==> src/ucx_pkg.sv <==
package ucx_pkg;
  // control/status register, one 8-bit register at index 0
  localparam logic [3:0] ADDR_CSR      = 4'h0;
  localparam logic [3:0] ADDR_PHASE    = 4'h1;
  localparam logic [3:0] ADDR_COUNT    = 4'h2;
  localparam logic [3:0] ADDR_MAXP     = 4'h3;
  localparam int         BIT_RXRDY     = 0;
  localparam int         BIT_TXRDY     = 1;
  localparam int         BIT_STALLSENT = 2;
  localparam int         BIT_DATA_PHASE_END   = 3;
  localparam int         BIT_PREMEND   = 4;
  localparam int         BIT_STALLREQ  = 5;
  localparam int         BIT_RXSERV    = 6;
  localparam int         BIT_PREMACK   = 7;
  localparam logic [6:0] MAXP_RESET    = 7'h40;
  localparam int         SETUP_BYTES   = 8;

  typedef enum logic [1:0] {UCX_TOK_SETUP, UCX_TOK_IN, UCX_TOK_OUT, UCX_TOK_NONE} ucx_tok_e;
  typedef enum logic [1:0] {UCX_IDLE, UCX_TX, UCX_RX, UCX_STATUS} ucx_phase_e;

  // one token event from the packet engine
  typedef struct packed {
    logic       valid;
    ucx_tok_e   tok;
    logic       data1;
    logic [6:0] len;
    logic       dir_in;
  } ucx_tok_s;

  // software register port
  typedef struct packed {
    logic [3:0] addr;
    logic [7:0] wdata;
    logic       wr;
    logic       rd;
  } ucx_reg_s;
endpackage : ucx_pkg

==> src/ucx_ep0.sv <==
`timescale 1ns/1ps
module ucx_ep0 #(
  parameter int unsigned MAXP_W = 7
) (
  input  wire logic               clock,
  input  wire logic               reset_n,
  input  wire ucx_pkg::ucx_tok_s  tok_in,
  input  wire ucx_pkg::ucx_reg_s  reg_in,
  output logic [7:0]              rdata,
  output logic                    ep0_irq,
  output logic                    hs_ack,
  output logic                    hs_nak,
  output logic                    hs_stall,
  output logic                    fifo_dir_in,
  output logic                    fifo_flush
);

  logic                      rx_packet_ready;
  logic                      tx_packet_ready;
  logic                      stall_sent_flag;
  logic                      premature_end_flag;
  logic                      data_phase_end;
  logic                      stall_request;
  logic                      write_req;
  logic [MAXP_W-1:0]         maxp;
  logic [MAXP_W-1:0]         last_count;
  ucx_pkg::ucx_phase_e       phase;
  logic                      irq_event;

  logic                      wr_csr;
  logic                      tk;
  logic                      is_setup;
  logic                      is_in;
  logic                      is_out;
  logic                      premature;
  logic                      proto_stall;
  logic                      do_stall;
  logic                      rx_accept;
  logic                      tx_done;
  logic                      status_done;
  logic                      status_tok;
  logic                      ans_ack;
  logic                      csr_read;
  logic                      wr_maxp;
  logic                      stall_more_out;
  logic                      stall_more_in;
  logic                      stall_too_long;
  logic                      stall_bad_status;

  function automatic logic wbit(input logic [7:0] d, input int b);
    return d[b];
  endfunction : wbit

  // one token kind, qualified by the valid pulse
  function automatic logic tok_is(input ucx_pkg::ucx_tok_s t, input ucx_pkg::ucx_tok_e k);
    return t.valid && (t.tok == k);
  endfunction : tok_is

  // register strobe and token decode
  assign wr_csr   = reg_in.wr && (reg_in.addr == ucx_pkg::ADDR_CSR);
  assign wr_maxp  = reg_in.wr && (reg_in.addr == ucx_pkg::ADDR_MAXP);
  assign csr_read = reg_in.rd && (reg_in.addr == ucx_pkg::ADDR_CSR);
  assign tk       = tok_in.valid;
  assign is_setup = tok_is(tok_in, ucx_pkg::UCX_TOK_SETUP);
  assign is_in    = tok_is(tok_in, ucx_pkg::UCX_TOK_IN);
  assign is_out   = tok_is(tok_in, ucx_pkg::UCX_TOK_OUT);

  // wrong-direction or new setup while a data phase is open
  assign premature = ((phase == ucx_pkg::UCX_TX) && !data_phase_end
                        && (is_setup || is_out))
                   || ((phase == ucx_pkg::UCX_RX) && !data_phase_end
                        && (is_setup || is_in));

  // automatic stall conditions; data-phase-end stands through the status stage,
  // so a surplus token is caught whether or not the phase has moved on yet
  assign stall_more_out   = is_out && data_phase_end && write_req
                            && (phase != ucx_pkg::UCX_IDLE);
  // the last in packet may still be armed; only an in beyond it is refused
  assign stall_more_in    = is_in && data_phase_end && !write_req && !tx_packet_ready
                            && (phase != ucx_pkg::UCX_IDLE);
  assign stall_too_long   = is_out && (tok_in.len > maxp);
  // a read closes with an empty out packet; a payload on a data1 packet there is refused
  assign stall_bad_status = is_out && !write_req && tok_in.data1 && (tok_in.len != '0)
                            && (phase == ucx_pkg::UCX_STATUS);
  assign proto_stall      = stall_more_out || stall_more_in || stall_too_long
                            || stall_bad_status;
  // a stall request fires on the next in/out of the request
  assign do_stall = !is_setup && (proto_stall
                  || (stall_request && (is_in || is_out)));

  // data accepted into the fifo; a busy fifo naks instead. a setup is always
  // taken, even one that cuts a transfer short, so software finds it waiting
  assign rx_accept = is_setup
                   || (!do_stall && !premature && is_out && phase == ucx_pkg::UCX_RX
                       && !data_phase_end && !rx_packet_ready);
  assign tx_done   = !do_stall && !premature && is_in
                   && phase == ucx_pkg::UCX_TX && tx_packet_ready;
  // the status stage runs against the data phase: in after a write, out after a read
  assign status_tok  = write_req ? is_in : is_out;
  assign status_done = !do_stall && (phase == ucx_pkg::UCX_STATUS) && status_tok;
  // every handshake that completes a transaction
  assign ans_ack     = rx_accept || tx_done || status_done;

  // phase tracking; setup handled in any phase, read direction from setup packet
  always_ff @(posedge clock or negedge reset_n) begin
    if (!reset_n) begin
      phase     <= ucx_pkg::UCX_IDLE;
      write_req <= 1'b0;
    end else if (do_stall || (premature && !is_setup)) begin
      phase <= ucx_pkg::UCX_IDLE;
    end else if (is_setup) begin
      // setup payload of eight bytes carries the direction
      if (tok_in.len != 7'(ucx_pkg::SETUP_BYTES)) begin
        phase <= ucx_pkg::UCX_IDLE;
      end else if (tok_in.dir_in) begin
        phase     <= ucx_pkg::UCX_TX;
        write_req <= 1'b0;
      end else begin
        phase     <= ucx_pkg::UCX_RX;
        write_req <= 1'b1;
      end
    end else if (data_phase_end && !tx_packet_ready && !rx_packet_ready
                 && phase != ucx_pkg::UCX_STATUS && phase != ucx_pkg::UCX_IDLE) begin
      // last packet has moved and data-phase-end stands: status stage next
      phase <= ucx_pkg::UCX_STATUS;
    end else if (status_done) begin
      phase <= ucx_pkg::UCX_IDLE;
    end
  end

  // receive flag: set by hardware, cleared by rx-serviced; set wins
  always_ff @(posedge clock or negedge reset_n) begin
    if (!reset_n) begin
      rx_packet_ready <= 1'b0;
    end else if (rx_accept) begin
      rx_packet_ready <= 1'b1;
    end else if (wr_csr && wbit(reg_in.wdata, ucx_pkg::BIT_RXSERV)) begin
      rx_packet_ready <= 1'b0;
    end
  end

  // transmit flag: software arms, hardware clears after delivery
  always_ff @(posedge clock or negedge reset_n) begin
    if (!reset_n) begin
      tx_packet_ready <= 1'b0;
    end else if (tx_done || premature || do_stall) begin
      tx_packet_ready <= 1'b0;
    end else if (wr_csr && wbit(reg_in.wdata, ucx_pkg::BIT_TXRDY)) begin
      tx_packet_ready <= 1'b1;
    end
  end

  // data-phase-end: set by software, consumed by status stage or abort
  always_ff @(posedge clock or negedge reset_n) begin
    if (!reset_n) begin
      data_phase_end <= 1'b0;
    end else if (status_done || premature || do_stall || is_setup) begin
      data_phase_end <= 1'b0;
    end else if (wr_csr && wbit(reg_in.wdata, ucx_pkg::BIT_DATA_PHASE_END)) begin
      data_phase_end <= 1'b1;
    end
  end

  // stall request held until the stall goes out
  always_ff @(posedge clock or negedge reset_n) begin
    if (!reset_n) begin
      stall_request <= 1'b0;
    end else if (do_stall) begin
      stall_request <= 1'b0;
    end else if (wr_csr && wbit(reg_in.wdata, ucx_pkg::BIT_STALLREQ)) begin
      stall_request <= 1'b1;
    end
  end

  // stall-sent: sticky; software writes zero to clear, set wins
  always_ff @(posedge clock or negedge reset_n) begin
    if (!reset_n) begin
      stall_sent_flag <= 1'b0;
    end else if (do_stall) begin
      stall_sent_flag <= 1'b1;
    end else if (wr_csr && !wbit(reg_in.wdata, ucx_pkg::BIT_STALLSENT)) begin
      stall_sent_flag <= 1'b0;
    end
  end

  // premature end: sticky, cleared by acknowledge bit; set wins
  always_ff @(posedge clock or negedge reset_n) begin
    if (!reset_n) begin
      premature_end_flag <= 1'b0;
    end else if (premature) begin
      premature_end_flag <= 1'b1;
    end else if (wr_csr && wbit(reg_in.wdata, ucx_pkg::BIT_PREMACK)) begin
      premature_end_flag <= 1'b0;
    end
  end

  // maximum packet size, programmed by software
  always_ff @(posedge clock or negedge reset_n) begin
    if (!reset_n) begin
      maxp <= MAXP_W'(ucx_pkg::MAXP_RESET);
    end else if (wr_maxp) begin
      maxp <= reg_in.wdata[MAXP_W-1:0];
    end
  end

  // byte count of the last accepted packet, so software sizes its fifo read
  always_ff @(posedge clock or negedge reset_n) begin
    if (!reset_n) begin
      last_count <= '0;
    end else if (rx_accept) begin
      last_count <= MAXP_W'(tok_in.len);
    end
  end

  // interrupt: set by each event, level held until the status register is read
  assign irq_event = ans_ack || do_stall || premature;
  // reading the status register is how software takes the interrupt
  always_ff @(posedge clock or negedge reset_n) begin
    if (!reset_n) begin
      ep0_irq <= 1'b0;
    end else if (irq_event) begin
      ep0_irq <= 1'b1;
    end else if (csr_read) begin
      ep0_irq <= 1'b0;
    end
  end

  // handshake answer to the packet engine, one cycle after the token
  always_ff @(posedge clock or negedge reset_n) begin
    if (!reset_n) begin
      hs_ack   <= 1'b0;
      hs_nak   <= 1'b0;
      hs_stall <= 1'b0;
    end else begin
      hs_stall <= do_stall;
      hs_ack   <= ans_ack;
      hs_nak   <= tk && !is_setup && !do_stall && !premature
                  && !ans_ack;
    end
  end

  // fifo direction follows phase, so software never turns it itself
  always_ff @(posedge clock or negedge reset_n) begin
    if (!reset_n) begin
      fifo_dir_in <= 1'b0;
    end else begin
      fifo_dir_in <= (phase == ucx_pkg::UCX_TX);
    end
  end

  // flush on abort so a half-loaded packet never goes out after it
  always_ff @(posedge clock or negedge reset_n) begin
    if (!reset_n) begin
      fifo_flush <= 1'b0;
    end else begin
      fifo_flush <= premature || do_stall;
    end
  end

  // read data stands the cycle after the strobe only
  // and reads zero otherwise, so a stale value never looks like an answer
  always_ff @(posedge clock or negedge reset_n) begin
    if (!reset_n) begin
      rdata <= '0;
    end else if (reg_in.rd) begin
      case (reg_in.addr)
        ucx_pkg::ADDR_CSR:   rdata <= {1'b0, 1'b0, stall_request, premature_end_flag,
                                       data_phase_end, stall_sent_flag,
                                       tx_packet_ready, rx_packet_ready};
        ucx_pkg::ADDR_PHASE: rdata <= {6'h00, phase};
        ucx_pkg::ADDR_COUNT: rdata <= 8'(last_count);
        ucx_pkg::ADDR_MAXP:  rdata <= 8'(maxp);
        default:             rdata <= 8'h00;
      endcase
    end else begin
      rdata <= 8'h00;
    end
  end

endmodule : ucx_ep0

==> config.mk <==
export PLATFORM = sky130hd
export DESIGN_NAME = ucx_ep0
export DESIGN_NICKNAME = d
export VERILOG_FILES = /design/src/ucx_pkg.sv /design/src/ucx_ep0.sv
export SDC_FILE = /design/constraint.sdc
export NUM_CORES = 1
export LEC_CHECK = 0
export ABC_AREA = 1
export BUFFER_PORTS_ARGS = -buffer_cell sky130_fd_sc_hd__buf_2
export CAP_MARGIN = 10
export CORE_ASPECT_RATIO = 1.4
export CORE_MARGIN = 4
export CORE_UTILIZATION = 45
export DETAILED_ROUTE_END_ITERATION = 8
export HOLD_SLACK_MARGIN = 0.15
export PLACE_DENSITY_LB_ADDON = 0.05
export SLEW_MARGIN = 30
export SYNTH_ARGS = -nofsm -noshare
export SYNTH_HDL_FRONTEND = slang
export SYNTH_SLANG_ARGS = --single-unit
==> constraint.sdc <==
create_clock -name clock -period 2.23 [get_ports clock]
set_input_delay 0.669 -clock clock [delete_from_list [all_inputs] [get_ports clock]]
set_output_delay 0.669 -clock clock [all_outputs]
set_load 0.02 [all_outputs]
# After elaboration in Yosys (flattened, before gate mapping)
# Cells that the tools add are included.
[word_totals]
ff_bits = 36
inputBits = 28
word_cells = 145
[classes]
magnitude_cmp = 1
n_eq_ne = 10
muxes = 24
bitwise = 2
reduce_logical = 91
[op_table]
columns = ["cell", "count"]
rows = [
  ["logical AND 1 bit", 49],
  ["one-hot mux 7 bit (4 select lines)", 1],
  ["logical OR 1 bit", 20],
  ["2-to-1 mux 1 bit", 16],
  ["nonzero test 2 bit", 8],
  ["2-to-1 mux 2 bit", 6],
  ["logical NOT 1 bit", 9],
  ["equality test 4 x 2 -> 1 bit (second input constant)", 2],
  ["greater-than comparator 7 bit", 1],
  ["2-to-1 mux 7 bit", 1],
  ["!= test 7 x 4 -> 1 bit (second input constant)", 1],
  ["nonzero test 7 bit", 1],
  ["equality test 2 bit (second input constant)", 3],
  ["equality test 2 x 1 -> 1 bit (second input constant)", 2],
  ["equality test 4 x 1 -> 1 bit (second input constant)", 1],
  ["logical NOT 4 bit", 1],
  ["nonzero test 4 bit", 1],
  ["AND reduction 3 bit", 1],
  ["logical NOT 2 bit", 1],
  ["!= test 2 bit (second input constant)", 1],
  ["NOT 1 bit", 2],
]

# Longest topological paths before layout
# Gate-level depths: netlist of the first run.
[logic_depth]
depth_word = 23
ltp_mapped = 11

# Worst setup path after synthesis of the first run
# No wires, ideal clock.
[synth_path]
path_type = "in2reg"
startpoint = "input tok_in[7] (netlist bit)"
endpoint = "register last_count[0]"
setup_ns = 0.065
arrival_ns = 1.789
required_ns = 2.165
path_slack_ns = 0.375
cell_stages = 9
n_path_buf = 0
path_cell_list = "ha_1 > a21o_1 > nor2_1 > nand2_1 > nand2_1 > nand4_4 > nand2_4 > nand2_1 > nand2_1"
[synth_via]
elab_chain_cells = 13
elab_cells_between_ends = 16
cone_classes = "order compare (1); reduce/logical (15)"
[synth_lines]
columns = ["item", "line", "text"]
rows = [
  ["start: declaration", "ucx_ep0.sv:7", "input wire ucx_pkg::ucx_tok_s tok_in,"],
  ["greater-than comparator 7 bit / nonzero test 7 bit (equally long branches)", "ucx_ep0.sv:81, ucx_ep0.sv:83", ""],
  ["logical AND 1 bit, on equally long branches", "ucx_ep0.sv:81, ucx_ep0.sv:83", ""],
  ["logical OR 1 bit / logical AND 1 bit (equally long branches)", "ucx_ep0.sv:85, ucx_ep0.sv:84", ""],
  ["logical OR 1 bit (*)", "ucx_ep0.sv:86", "|| stall_bad_status;"],
  ["logical OR 1 bit (*)", "ucx_ep0.sv:89", "|| (stall_request && (is_in || is_out)));"],
  ["logical AND 1 bit (*)", "ucx_ep0.sv:88", "assign do_stall = !is_setup && (proto_stall"],
  ["logical NOT 1 bit (*)", "ucx_ep0.sv:94", "|| (!do_stall && !premature && is_out && phase == ucx_pkg::UCX_RX"],
  ["logical AND 1 bit (*) (3 in a row)", "ucx_ep0.sv:94", ""],
  ["logical AND 1 bit (*) (2 in a row)", "ucx_ep0.sv:95", "&& !data_phase_end && !rx_packet_ready);"],
  ["logical OR 1 bit (*)", "ucx_ep0.sv:94", ""],
  ["end signal: assignment", "ucx_ep0.sv:211", "last_count <= MAXP_W'(tok_in.len);"],
  ["end: declaration", "ucx_ep0.sv:26", "logic [MAXP_W-1:0] last_count;"],
]
# Every way passes the cells marked *; elsewhere a longest branch is shown, timed or not.
# A chain may end at the register's enable or synchronous reset.

# Final worst setup path of the first run
[layout_path]
startpoint = "register maxp[6]"
endpoint = "register last_count[5]"
[layout_via]
elab_chain_cells = 13
[layout_lines]
columns = ["item", "line", "text"]
rows = [
  ["start: declaration", "ucx_ep0.sv:25", "logic [MAXP_W-1:0] maxp;"],
  ["start signal: assignment", "ucx_ep0.sv:200", "maxp <= MAXP_W'(ucx_pkg::MAXP_RESET);"],
  ["start signal: assignment", "ucx_ep0.sv:202", "maxp <= reg_in.wdata[MAXP_W-1:0];"],
  ["greater-than comparator 7 bit", "ucx_ep0.sv:81", "assign stall_too_long = is_out && (tok_in.len > maxp);"],
  ["logical AND 1 bit", "ucx_ep0.sv:81", ""],
  ["logical OR 1 bit", "ucx_ep0.sv:85", "assign proto_stall = stall_more_out || stall_more_in || stall_too_long"],
  ["logical OR 1 bit", "ucx_ep0.sv:86", ""],
  ["logical OR 1 bit", "ucx_ep0.sv:89", ""],
  ["logical AND 1 bit", "ucx_ep0.sv:88", ""],
  ["logical NOT 1 bit", "ucx_ep0.sv:94", ""],
  ["logical AND 1 bit (3 in a row)", "ucx_ep0.sv:94", ""],
  ["logical AND 1 bit (2 in a row)", "ucx_ep0.sv:95", ""],
  ["logical OR 1 bit", "ucx_ep0.sv:94", ""],
]
# Every way passes these cells.

==> results of run 1 <==
## registers in the layout, summed over array words and instances, names as in the netlist
signal,count
write_req,1
premature_end_flag,1
fifo_flush,1
stall_sent_flag,1
data_phase_end,1
fifo_dir_in,1
maxp,7
hs_stall,1
rdata,7
hs_nak,1
last_count,7
hs_ack,1
stall_request,1
ep0_irq,1
rx_packet_ready,1
tx_packet_ready,1
phase,2
## path summary, 6_finish.rpt
kind / startpoint / endpoint / slack, ns / depth (start not counted)
hold reg to reg: maxp[6] / maxp[6] / 0.50 / 2
hold / removal: reset_n / last_count[4] / 0.40 / 2
setup / recovery: maxp[6] / last_count[5] / 0.32 / 10
min in group clock: maxp[6] / maxp[6] / 0.50 / 2
setup reg to reg: maxp[6] / last_count[5] / 0.32 / 10
max in group asynchronous: reset_n / maxp[6] / 1.49 / 2
## report_power, final
part | total (uW) | internal, uW | switching, uW
sequential | 787 | 732 | 55.3
combinational | 290 | 109 | 181
clock | 483 | 251 | 232
## critical path: stages, from the launching register on
cell	delay (ns)
dfstp_2	0.54
inv_1	0.05
ha_1	0.28
nand2_1	0.07
nor2_1	0.16
a31oi_1	0.09
nand2_1	0.18
nand4_4	0.21
nand2_4	0.15
nand2_1	0.06
nand2_1	0.06
## cells in the final DEF (no fill, tap or decap), drive strengths merged
cell type / instances
nand4: 10
inv: 39
o21a: 2
nand2: 62
nand3: 17
nand3b: 1
ha: 7
buf: 45
a31oi: 2
nor2: 26
o211ai: 3
clkinvlp: 1
a21o: 1
dfstp: 1
nor3: 4
a41oi: 2
clkbuf: 7
mux2: 1
conb: 1
dfrtp: 35
a21oi: 11
o21ai: 14
o221ai: 1
## kinds of logic after synthesis
family	share of synthesized area
adder cells (fa/ha/maj)	0.0446
other	0.00191
AO/OA/AOI/OAI	0.113
multiplexers	0.00573
buffers and inverters	0.0834
flip-flops	0.459
AND/OR/NAND/NOR	0.293
## cell type report
| cell class | instances | area, um2 | share of cell area |
|---|---|---|---|
| inverters | 39 | 146 | 0.0622 |
| flip-flops and latches | 36 | 902 | 0.383 |
| multi-input cells | 165 | 900 | 0.382 |
| repair buffers | 45 | 238 | 0.101 |
| clock inverters | 1 | 7.51 | 0.00319 |
| clock buffers | 7 | 86.3 | 0.0367 |
| well taps | 60 | 75.1 | 0.0319 |
## per-layer routing
layer	global-route usage	routed length (um)	share of wire
met5	0	0	0
met4	0.108	188	0.038
met3	0.0441	180	0.037
met2	0.337	2520	0.52
met1	0.232	2000	0.41
## stage by stage
step / cells / total power (uW)
final: 353 / 1560
after global routing: 353 / 1680
after global placement: 345 / 1090
after floorplan: 243 / 964
after detailed placement: 345 / 1100
after CTS: 353 / 1590
==> run_results.csv, run 1 <==
group,metric,value,unit
drt,routedWlPerCell,13.9,um
sta,hold_viol,0,
cts,h-tree-depth,2,
cts,cts.repair.resized,0,
placed_design,dpl.hpwl,3.92,mm
die,fp.dieH,86.2,um
worst_setup_path,crit_path_start_kind,"flip-flop",
cts,cts_max_path_buffers,2,
sta,whs,0.399,ns
power,peakVddDrop,0.000337,V
global_routing,grt_pass1_wl,8.30,mm
sta,slew_violations,0,
placed_design,port-buffer-count,40,
cells_and_area,fillers,404,
synth,ys_ff_latch,36,
placed_design,place_area,2260,um2
global_routing,grt_pass1_vias,1767,
drt,postRouteAntennaNets,0,
cts,cts-root-buf,"clkbuf_8",
worst_setup_path,worst_ep_arrival_time,2.14,ns
power,power.density,663,nW/um2
drt,drt_wl_total,4.89,mm
cts,cts_buffers,5,
worst_setup_path,critPathMaxFanout,9,
min_path,hold_path_class,"in -> async",
sta,fin_crit,1.91,ns
flow_run,maxCapViolations,0,
cts,cts_tree,"done",
synth,yosysMostFrequentCell,"nand2_1",
drt,viasPerCell,5.03,
sta,period_share,0.856,
synth,ys_seq_area_frac,0.459,
power,leakage,0.00126,uW
sta,setup_violations,0,
synth,synth_top_cell_area_share,0.446,
placed_design,place_ws,0.117,ns
worst_setup_path,cp.required,2.46,ns
worst_setup_path,worst_setup_path_end_kind,"flip-flop",
status,run_status,"complete, no violations",
cells_and_area,layout-drive-gt1-share,0.259,
drt,route.vias.total,1776,
die,dieArea,5500,um2
cts,clk_latency,0.29,ns
sta,max_freq,0.524,GHz
cells_and_area,diodes,0,
sta,clock_skew,0.00551,ns
drt,drtIter0Drc,87,
cells_and_area,design_area,2350,um2
synth,syn_area,1970,um2
synth,synth_cells,243,
synth,synth_nets,278,
placed_design,gp_congestion,0.878,
global_routing,grt_max_degree,37,
cells_and_area,fin_nets,327,
drt,first_pass_iters,5,
die,num_rows,28,
drt,route.detailed.drc,0,
global_routing,overflow,0,
sta,finalSetupTns,0,ns
cts,cts_hold_buf,0,
die,dieWidth,63.9,um
cells_and_area,area_growth,19.8,%
die,io_pins,42,
synth,syn-mean-instance-area,8.09,um2
synth,synth.largest_area_cell,"dfrtp_1",
synth,synth_warnings,0,
cts,clk_pin_slew,0.07,ns
cts,cts.sinks,36,
synth,synth_common_cells,"nand2_1 (59), dfrtp_1 (35), inv_1 (34)",
global_routing,grt_usage,0.199,
synth,yosys-top-cells-area,"dfrtp_1 (45%), nand2_1 (11%), inv_1 (6.5%)",
worst_setup_path,path_class,"reg -> reg",
die,core,4240,um2
cts,cts_setup_buffers,0,
synth,yosys_most_used_dff,"dfrtp_1",
synth,ys_async_sr_fraction,1.00,
global_routing,antenna_found_initial,0,
cells_and_area,fin_util,0.555,
sta,rsz0062_at_grt,"false",
synth,ys_types,34,
synth,synth-edff-count,0,
die,initial_core_util,0.464,
sta,worst_slack,0.320,ns
Note: power is estimated with default switching activity, not from simulation.
==> run 2: changes to the inputs <==
==> constraint.sdc (replaced) <==
create_clock -name clock -period 2.23 [get_ports clock]
set_input_delay 0.223 -clock clock [delete_from_list [all_inputs] [get_ports clock]]
set_output_delay 0.223 -clock clock [all_outputs]
set_load 0.02 [all_outputs]
==> run_results.csv, run 2 (synthesized netlist as in run 1, its figures left out) <==
group,metric,value,unit
global_routing,overflow,0,
worst_setup_path,worst_path_most_repeated_cell,"nand2_1",
sta,setup_violations,0,
die,dieArea,5500,um2
worst_setup_path,cp.required,2.47,ns
cells_and_area,multiInputGateArea,900,um2
worst_setup_path,crit_path_start_kind,"flip-flop",
cts,cts_tree,"done",
global_routing,grt_pass1_vias,1656,
cells_and_area,final_cell_mix,"nand2_1 (59), buf_2 (40), dfrtp_1 (35)",
cells_and_area,layout-drive-gt1-share,0.245,
die,fp.dieH,86.2,um
placed_design,port-buffer-count,40,
min_path,min_to,"last_count[1]",
worst_setup_path,critPathSlowestCell,"dfstp_2",
cells_and_area,reg.largest.list,"last_count (7), maxp (7), rdata (7)",
sta,slew_violations,0,
placed_design,gp_congestion,0.913,
cts,cts_buffers,5,
worst_setup_path,worst_setup_path_end_kind,"flip-flop",
sta,hold_viol,0,
worst_setup_path,crit_start,"maxp[6]",
status,run_status,"complete, no violations",
sta,period_share,0.844,
die,core,4240,um2
sta,max_freq,0.531,GHz
flow_run,maxCapViolations,0,
drt,route.detailed.drc,0,
cts,h-tree-depth,2,
power,power.density,673,nW/um2
worst_setup_path,cp_top_family,"simple AND/OR/NAND/NOR gates",
sta,whs,0.166,ns
drt,routedWlPerCell,14.2,um
global_routing,grt_max_degree,37,
cts,cts.sinks,36,
worst_setup_path,reg2regPathDepth,10,
drt,first_pass_iters,4,
cts,cts.repair.resized,0,
die,num_rows,28,
cells_and_area,seqCellArea,902,um2
sta,tightest_slew,0.792,ns
placed_design,dpl.hpwl,3.98,mm
cts,cts-root-buf,"clkbuf_8",
min_path,holdPathStages,3,
power,leakage,0.00125,uW
drt,postRouteAntennaNets,0,
worst_setup_path,worst_ep_arrival_time,2.12,ns
min_path,hold_path_class,"in -> reg",
drt,route.vias.total,1750,
global_routing,antenna_found_initial,0,
power,peakVddDrop,0.000544,V
die,initial_core_util,0.464,
cells_and_area,fin_nets,324,
cts,cts_max_path_buffers,2,
global_routing,grt_usage,0.197,
global_routing,grt_pass1_wl,8.08,mm
cells_and_area,layout_commonest_cell,"nand2_1",
cells_and_area,diodes,0,
drt,viasPerCell,5.00,
min_path,hp-start,"tok_in[2]",
sta,fin_crit,1.88,ns
worst_setup_path,r2r_start,"maxp[6]",
worst_setup_path,path_cells,"inv_1, ha_1, a21o_1, nor2_1, nand2_1, nand2_1, nand4_4, nand2_4, nand2_1, nand2_1",
sta,rsz0062_at_grt,"false",
die,dieWidth,63.9,um
worst_setup_path,path_class,"reg -> reg",
sta,clock_skew,0.00351,ns
cells_and_area,area_growth,18.9,%
cts,clk_latency,0.29,ns
cts,cts_setup_buffers,0,
worst_setup_path,critPathMaxFanout,9,
cts,clk_pin_slew,0.07,ns
worst_setup_path,critPathMaxStageDelay,0.55,ns
cells_and_area,fillers,417,
drt,drt_wl_total,4.98,mm
sta,slew_headroom,0.472,
worst_setup_path,r2r_end,"last_count[1]",
drt,drtIter0Drc,86,
die,io_pins,42,
sta,finalSetupTns,0,ns
worst_setup_path,crit_buf_inv,1,
worst_setup_path,rrSetupSlack,0.35,ns
[run 2: cell count changes in the layout (fill, tap and decap cells not counted)]
| cell | delta |
|---|---|
| buf_4 | -5 |
| dlygate4sd3_1 | +2 |
[run 2: area by class of cell]
cell class / count / share of cell area
flip-flops and latches: 36 / 0.386
clock inverters: 1 / 0.00321
inverters: 39 / 0.0626
multi-input cells: 165 / 0.385
well taps: 60 / 0.0321
clock buffers: 7 / 0.0369
repair buffers: 42 / 0.0942
[run 2: how the worst max path moves through the flow]
stage | endpoint | cells past startpoint
floorplan | last_count[0] | 10
global placement | hs_ack | 10
detailed placement | last_count[1] | 10
CTS | last_count[1] | 10
global route | last_count[0] | 10
finish | last_count[1] | 10
[run 2: worst register-to-register path: stages, from the launching register on]
cell and delay (ns):
dfstp_2 0.55, inv_1 0.04, ha_1 0.28, a21o_1 0.18
nor2_1 0.10, nand2_1 0.06, nand2_1 0.15, nand4_4 0.21
nand2_4 0.15, nand2_1 0.06, nand2_1 0.05
[run 2: metal layers]
layer	routed length (um)	part of all wire	GRT usage	up-vias
li1	-	-	-	883
met1	1980	0.40	0.231	812
met2	2700	0.54	0.345	44
met3	183	0.037	0.0428	11
met4	119	0.024	0.0845	0
met5	0	0	0	-
[run 2: through the flow]
| stage | instances | power, uW | setup slack [ns] | area, um2 | utilization |
|---|---|---|---|---|---|
| after floorplan | 243 | 964 | 0.505 | 1970 | - |
| after global placement | 340 | 1090 | 0.387 | 2220 | 0.524 |
| after detailed placement | 340 | 1090 | 0.365 | 2220 | 0.524 |
| after CTS | 350 | 1590 | 0.347 | 2340 | 0.551 |
| after global routing | 350 | 1670 | 0.236 | 2340 | 0.551 |
| final | 350 | 1570 | 0.347 | 2340 | 0.551 |
[run 2: repair_timing]
item,4_1_cts,5_1_grt
hold endpoints to repair,36,0
endpoints found under the setup margin,0,0
hold buffers,2,0
[run 2: where the power goes]
group          internal (uW)  leakage (uW)  switching (uW)  total, uW
clock network            251     0.0000445             243        494
registers                732      0.000453            59.0        791
logic                    108      0.000749             180        288
==> run 3: changes to the inputs <==
--- a/config.mk
+++ b/config.mk
@@ -5,7 +5,7 @@
 export SDC_FILE = /design/constraint.sdc
 export NUM_CORES = 1
 export LEC_CHECK = 0
-export ABC_AREA = 1
+export ABC_AREA = 0
 export BUFFER_PORTS_ARGS = -buffer_cell sky130_fd_sc_hd__buf_2
 export CAP_MARGIN = 10
 export CORE_ASPECT_RATIO = 1.4
==> constraint.sdc (replaced) <==
create_clock -name clock -period 1.9 [get_ports clock]
set_input_delay 0.19 -clock clock [delete_from_list [all_inputs] [get_ports clock]]
set_output_delay 0.19 -clock clock [all_outputs]
set_load 0.02 [all_outputs]
==> run_results.csv, run 3 <==
group,metric,value,unit
sta,tightest_slew,0.797,ns
global_routing,grt_pass1_wl,8.07,mm
cts,cts_buffers,5,
sta,setup_violations,13,
cells_and_area,area_growth,33.5,%
global_routing,grt_usage,0.194,
die,fp.dieH,85.1,um
sta,worst_slack,-0.188,ns
synth,yosys-top-cells-area,"dfrtp_1 (46%), mux2_2 (8.3%), ha_1 (4.6%)",
worst_setup_path,worst_setup_path_end_kind,"flip-flop",
synth,synth_nets,207,
synth,synth_common_cells,"dfrtp_1 (35), nor2_1 (15), mux2_2 (14)",
cts,cts-root-buf,"clkbuf_8",
worst_setup_path,cp_top_family,"flip-flops",
drt,routedWlPerCell,17.5,um
cts,clk_pin_slew,0.07,ns
drt,first_pass_iters,4,
placed_design,port-buffer-count,40,
sta,rsz0062_at_grt,"true",
synth,ys_ff_latch,36,
cells_and_area,fillers,352,
global_routing,grt_max_degree,37,
cts,h-tree-depth,2,
die,initial_core_util,0.475,
placed_design,placed_cells,262,
die,num_rows,27,
global_routing,overflow,0,
sta,slew_violations,0,
placed_design,place_ws,-0.284,ns
power,peakVddDrop,0.000601,V
sta,hold_viol,0,
die,io_pins,42,
synth,ys_types,47,
sta,slew_headroom,0.468,
min_path,hold_path_class,"in -> reg",
cts,cts_max_path_buffers,2,
drt,drtIter0Drc,77,
power,power,2090,uW
die,core,4020,um2
placed_design,dpl.hpwl,3.70,mm
sta,period_share,1.10,
placed_design,gp_congestion,0.829,
cts,clk_latency,0.28,ns
drt,route.vias.total,1598,
die,dieWidth,63.1,um
drt,viasPerCell,5.69,
synth,syn-mean-instance-area,11.1,um2
cells_and_area,stdcell_count,281,
synth,synth.largest_area_cell,"dfrtp_1",
status,run_status,"complete, but fails checks",
worst_setup_path,crit_path_start_kind,"flip-flop",
cells_and_area,layout-drive-gt1-share,0.450,
power,power.density,819,nW/um2
cells_and_area,seqCellArea,902,um2
cts,cts.sinks,36,
cells_and_area,diodes,0,
synth,synth_top_cell_area_share,0.459,
worst_setup_path,critPathMaxFanout,8,
synth,ys_seq_area_frac,0.472,
power,leakage,0.00125,uW
cells_and_area,layout_commonest_cell,"buf_2",
status,violations,"setup timing",
flow_run,maxCapViolations,0,
worst_setup_path,critPathSlowestCell,"dfstp_2",
die,dieArea,5360,um2
sta,clock_skew,0.00389,ns
synth,synth_cells,172,
worst_setup_path,cp.required,2.07,ns
worst_setup_path,worst_ep_arrival_time,2.26,ns
cells_and_area,fin_nets,272,
worst_setup_path,path_cells,"inv_2, ha_4, and4_4, a21boi_4, o31ai_4, a31oi_4, buf_12, mux2_4",
sta,fin_crit,2.09,ns
drt,postRouteAntennaNets,0,
worst_setup_path,path_class,"reg -> reg",
cells_and_area,reg.largest.list,"last_count (7), maxp (7), rdata (7)",
synth,synth-edff-count,0,
worst_setup_path,crit_buf_inv,2,
global_routing,antenna_found_initial,0,
cells_and_area,final_cell_mix,"buf_2 (40), dfrtp_1 (35), buf_4 (16)",
synth,yosysMostFrequentCell,"dfrtp_1",
cts,cts_tree,"done",
synth,synth_warnings,0,
cells_and_area,multiInputGateArea,1040,um2
worst_setup_path,critPathMaxStageDelay,0.54,ns
sta,max_freq,0.479,GHz
synth,syn_area,1910,um2
synth,ys_async_sr_fraction,1.00,
drt,route.detailed.drc,0,
drt,drt_wl_total,4.92,mm
global_routing,grt_pass1_vias,1706,
synth,yosys_most_used_dff,"dfrtp_1",
==> run 3: cell count changes in the layout (fill, tap and decap cells not counted), moves of 4 or more <==
cell	before	now
a21oi_1	10	4
a31oi_1	2	6
buf_4	0	16
inv_1	34	8
mux2_2	1	7
mux2_4	0	7
mux2i_1	0	5
nand2_1	59	12
nand3_1	16	2
nand4_1	9	3
nor2_1	21	15
nor2_2	4	0
o21ai_0	10	6
==> run 3: timing repair <==
item | in CTS | in global routing
cloned | 0 | 0
pin swaps | 6 | 7
endpoints found under the setup margin | 16 | 19
resized for setup | 15 | 7
hold buffers | 5 | 0
hold endpoints to repair | 39 | 0
setup buffers | 4 | 2
==> run 3: area by class of cell <==
type	count	area share
clock buffer	7	0.0339
clock inverter	1	0.00295
inverter	11	0.0162
multi-input combinational	119	0.410
sequential	36	0.354
tap	43	0.0211
timing repair buffer	64	0.162
==> run 3: final timing paths <==
kind	startpoint	endpoint	slack (ns)	cells after the start
max in group asynchronous	reset_n	last_count[2]	0.86	2
min in group asynchronous	reset_n	write_req	0.53	2
min reg2reg	stall_sent_flag	stall_sent_flag	0.49	1
min	reg_in[0]	rdata[0]	0.16	2
max reg2reg	maxp[6]	last_count[2]	-0.19	8
max	maxp[6]	last_count[2]	-0.19	8
==> run 3: power by group <==
group,switching [uW],internal [uW]
clock network,270,295
registers,73.8,877
logic,272,300
total,615,1470
==> run 3: logic make-up (layout without fill, tap and decap cells) <==
kind of cell	after synthesis	after routing	synth area share
AND/OR/NAND/NOR	56	56	0.174
adder cells (fa/ha/maj)	7	7	0.0459
other	1	1	0.00196
flip-flops	36	36	0.472
buffers and inverters	17	83	0.0380
multiplexers	21	21	0.132
AO/OA/AOI/OAI	34	34	0.136
==> run 3: metal layers <==
metal / wire length, um / GRT usage / part of all wire / up-vias
li1: - / - / - / 763
met1: 1890 / 0.212 / 0.38 / 775
met2: 2660 / 0.349 / 0.54 / 45
met3: 204 / 0.0424 / 0.041 / 15
met4: 178 / 0.100 / 0.036 / 0
met5: 0 / 0 / 0 / -
==> run 3: per-stage QoR <==
stage,hold slack (ns),cell area [um2],utilization,setup TNS (ns)
after floorplan,-0.106,1930,-,-1.36
after global placement,0.316,2250,0.559,-2.23
after detailed placement,0.319,2250,0.559,-2.73
after CTS,0.152,2510,0.623,-2.18
after global routing,0.167,2550,0.634,-2.69
final,0.157,2550,0.634,-1.74
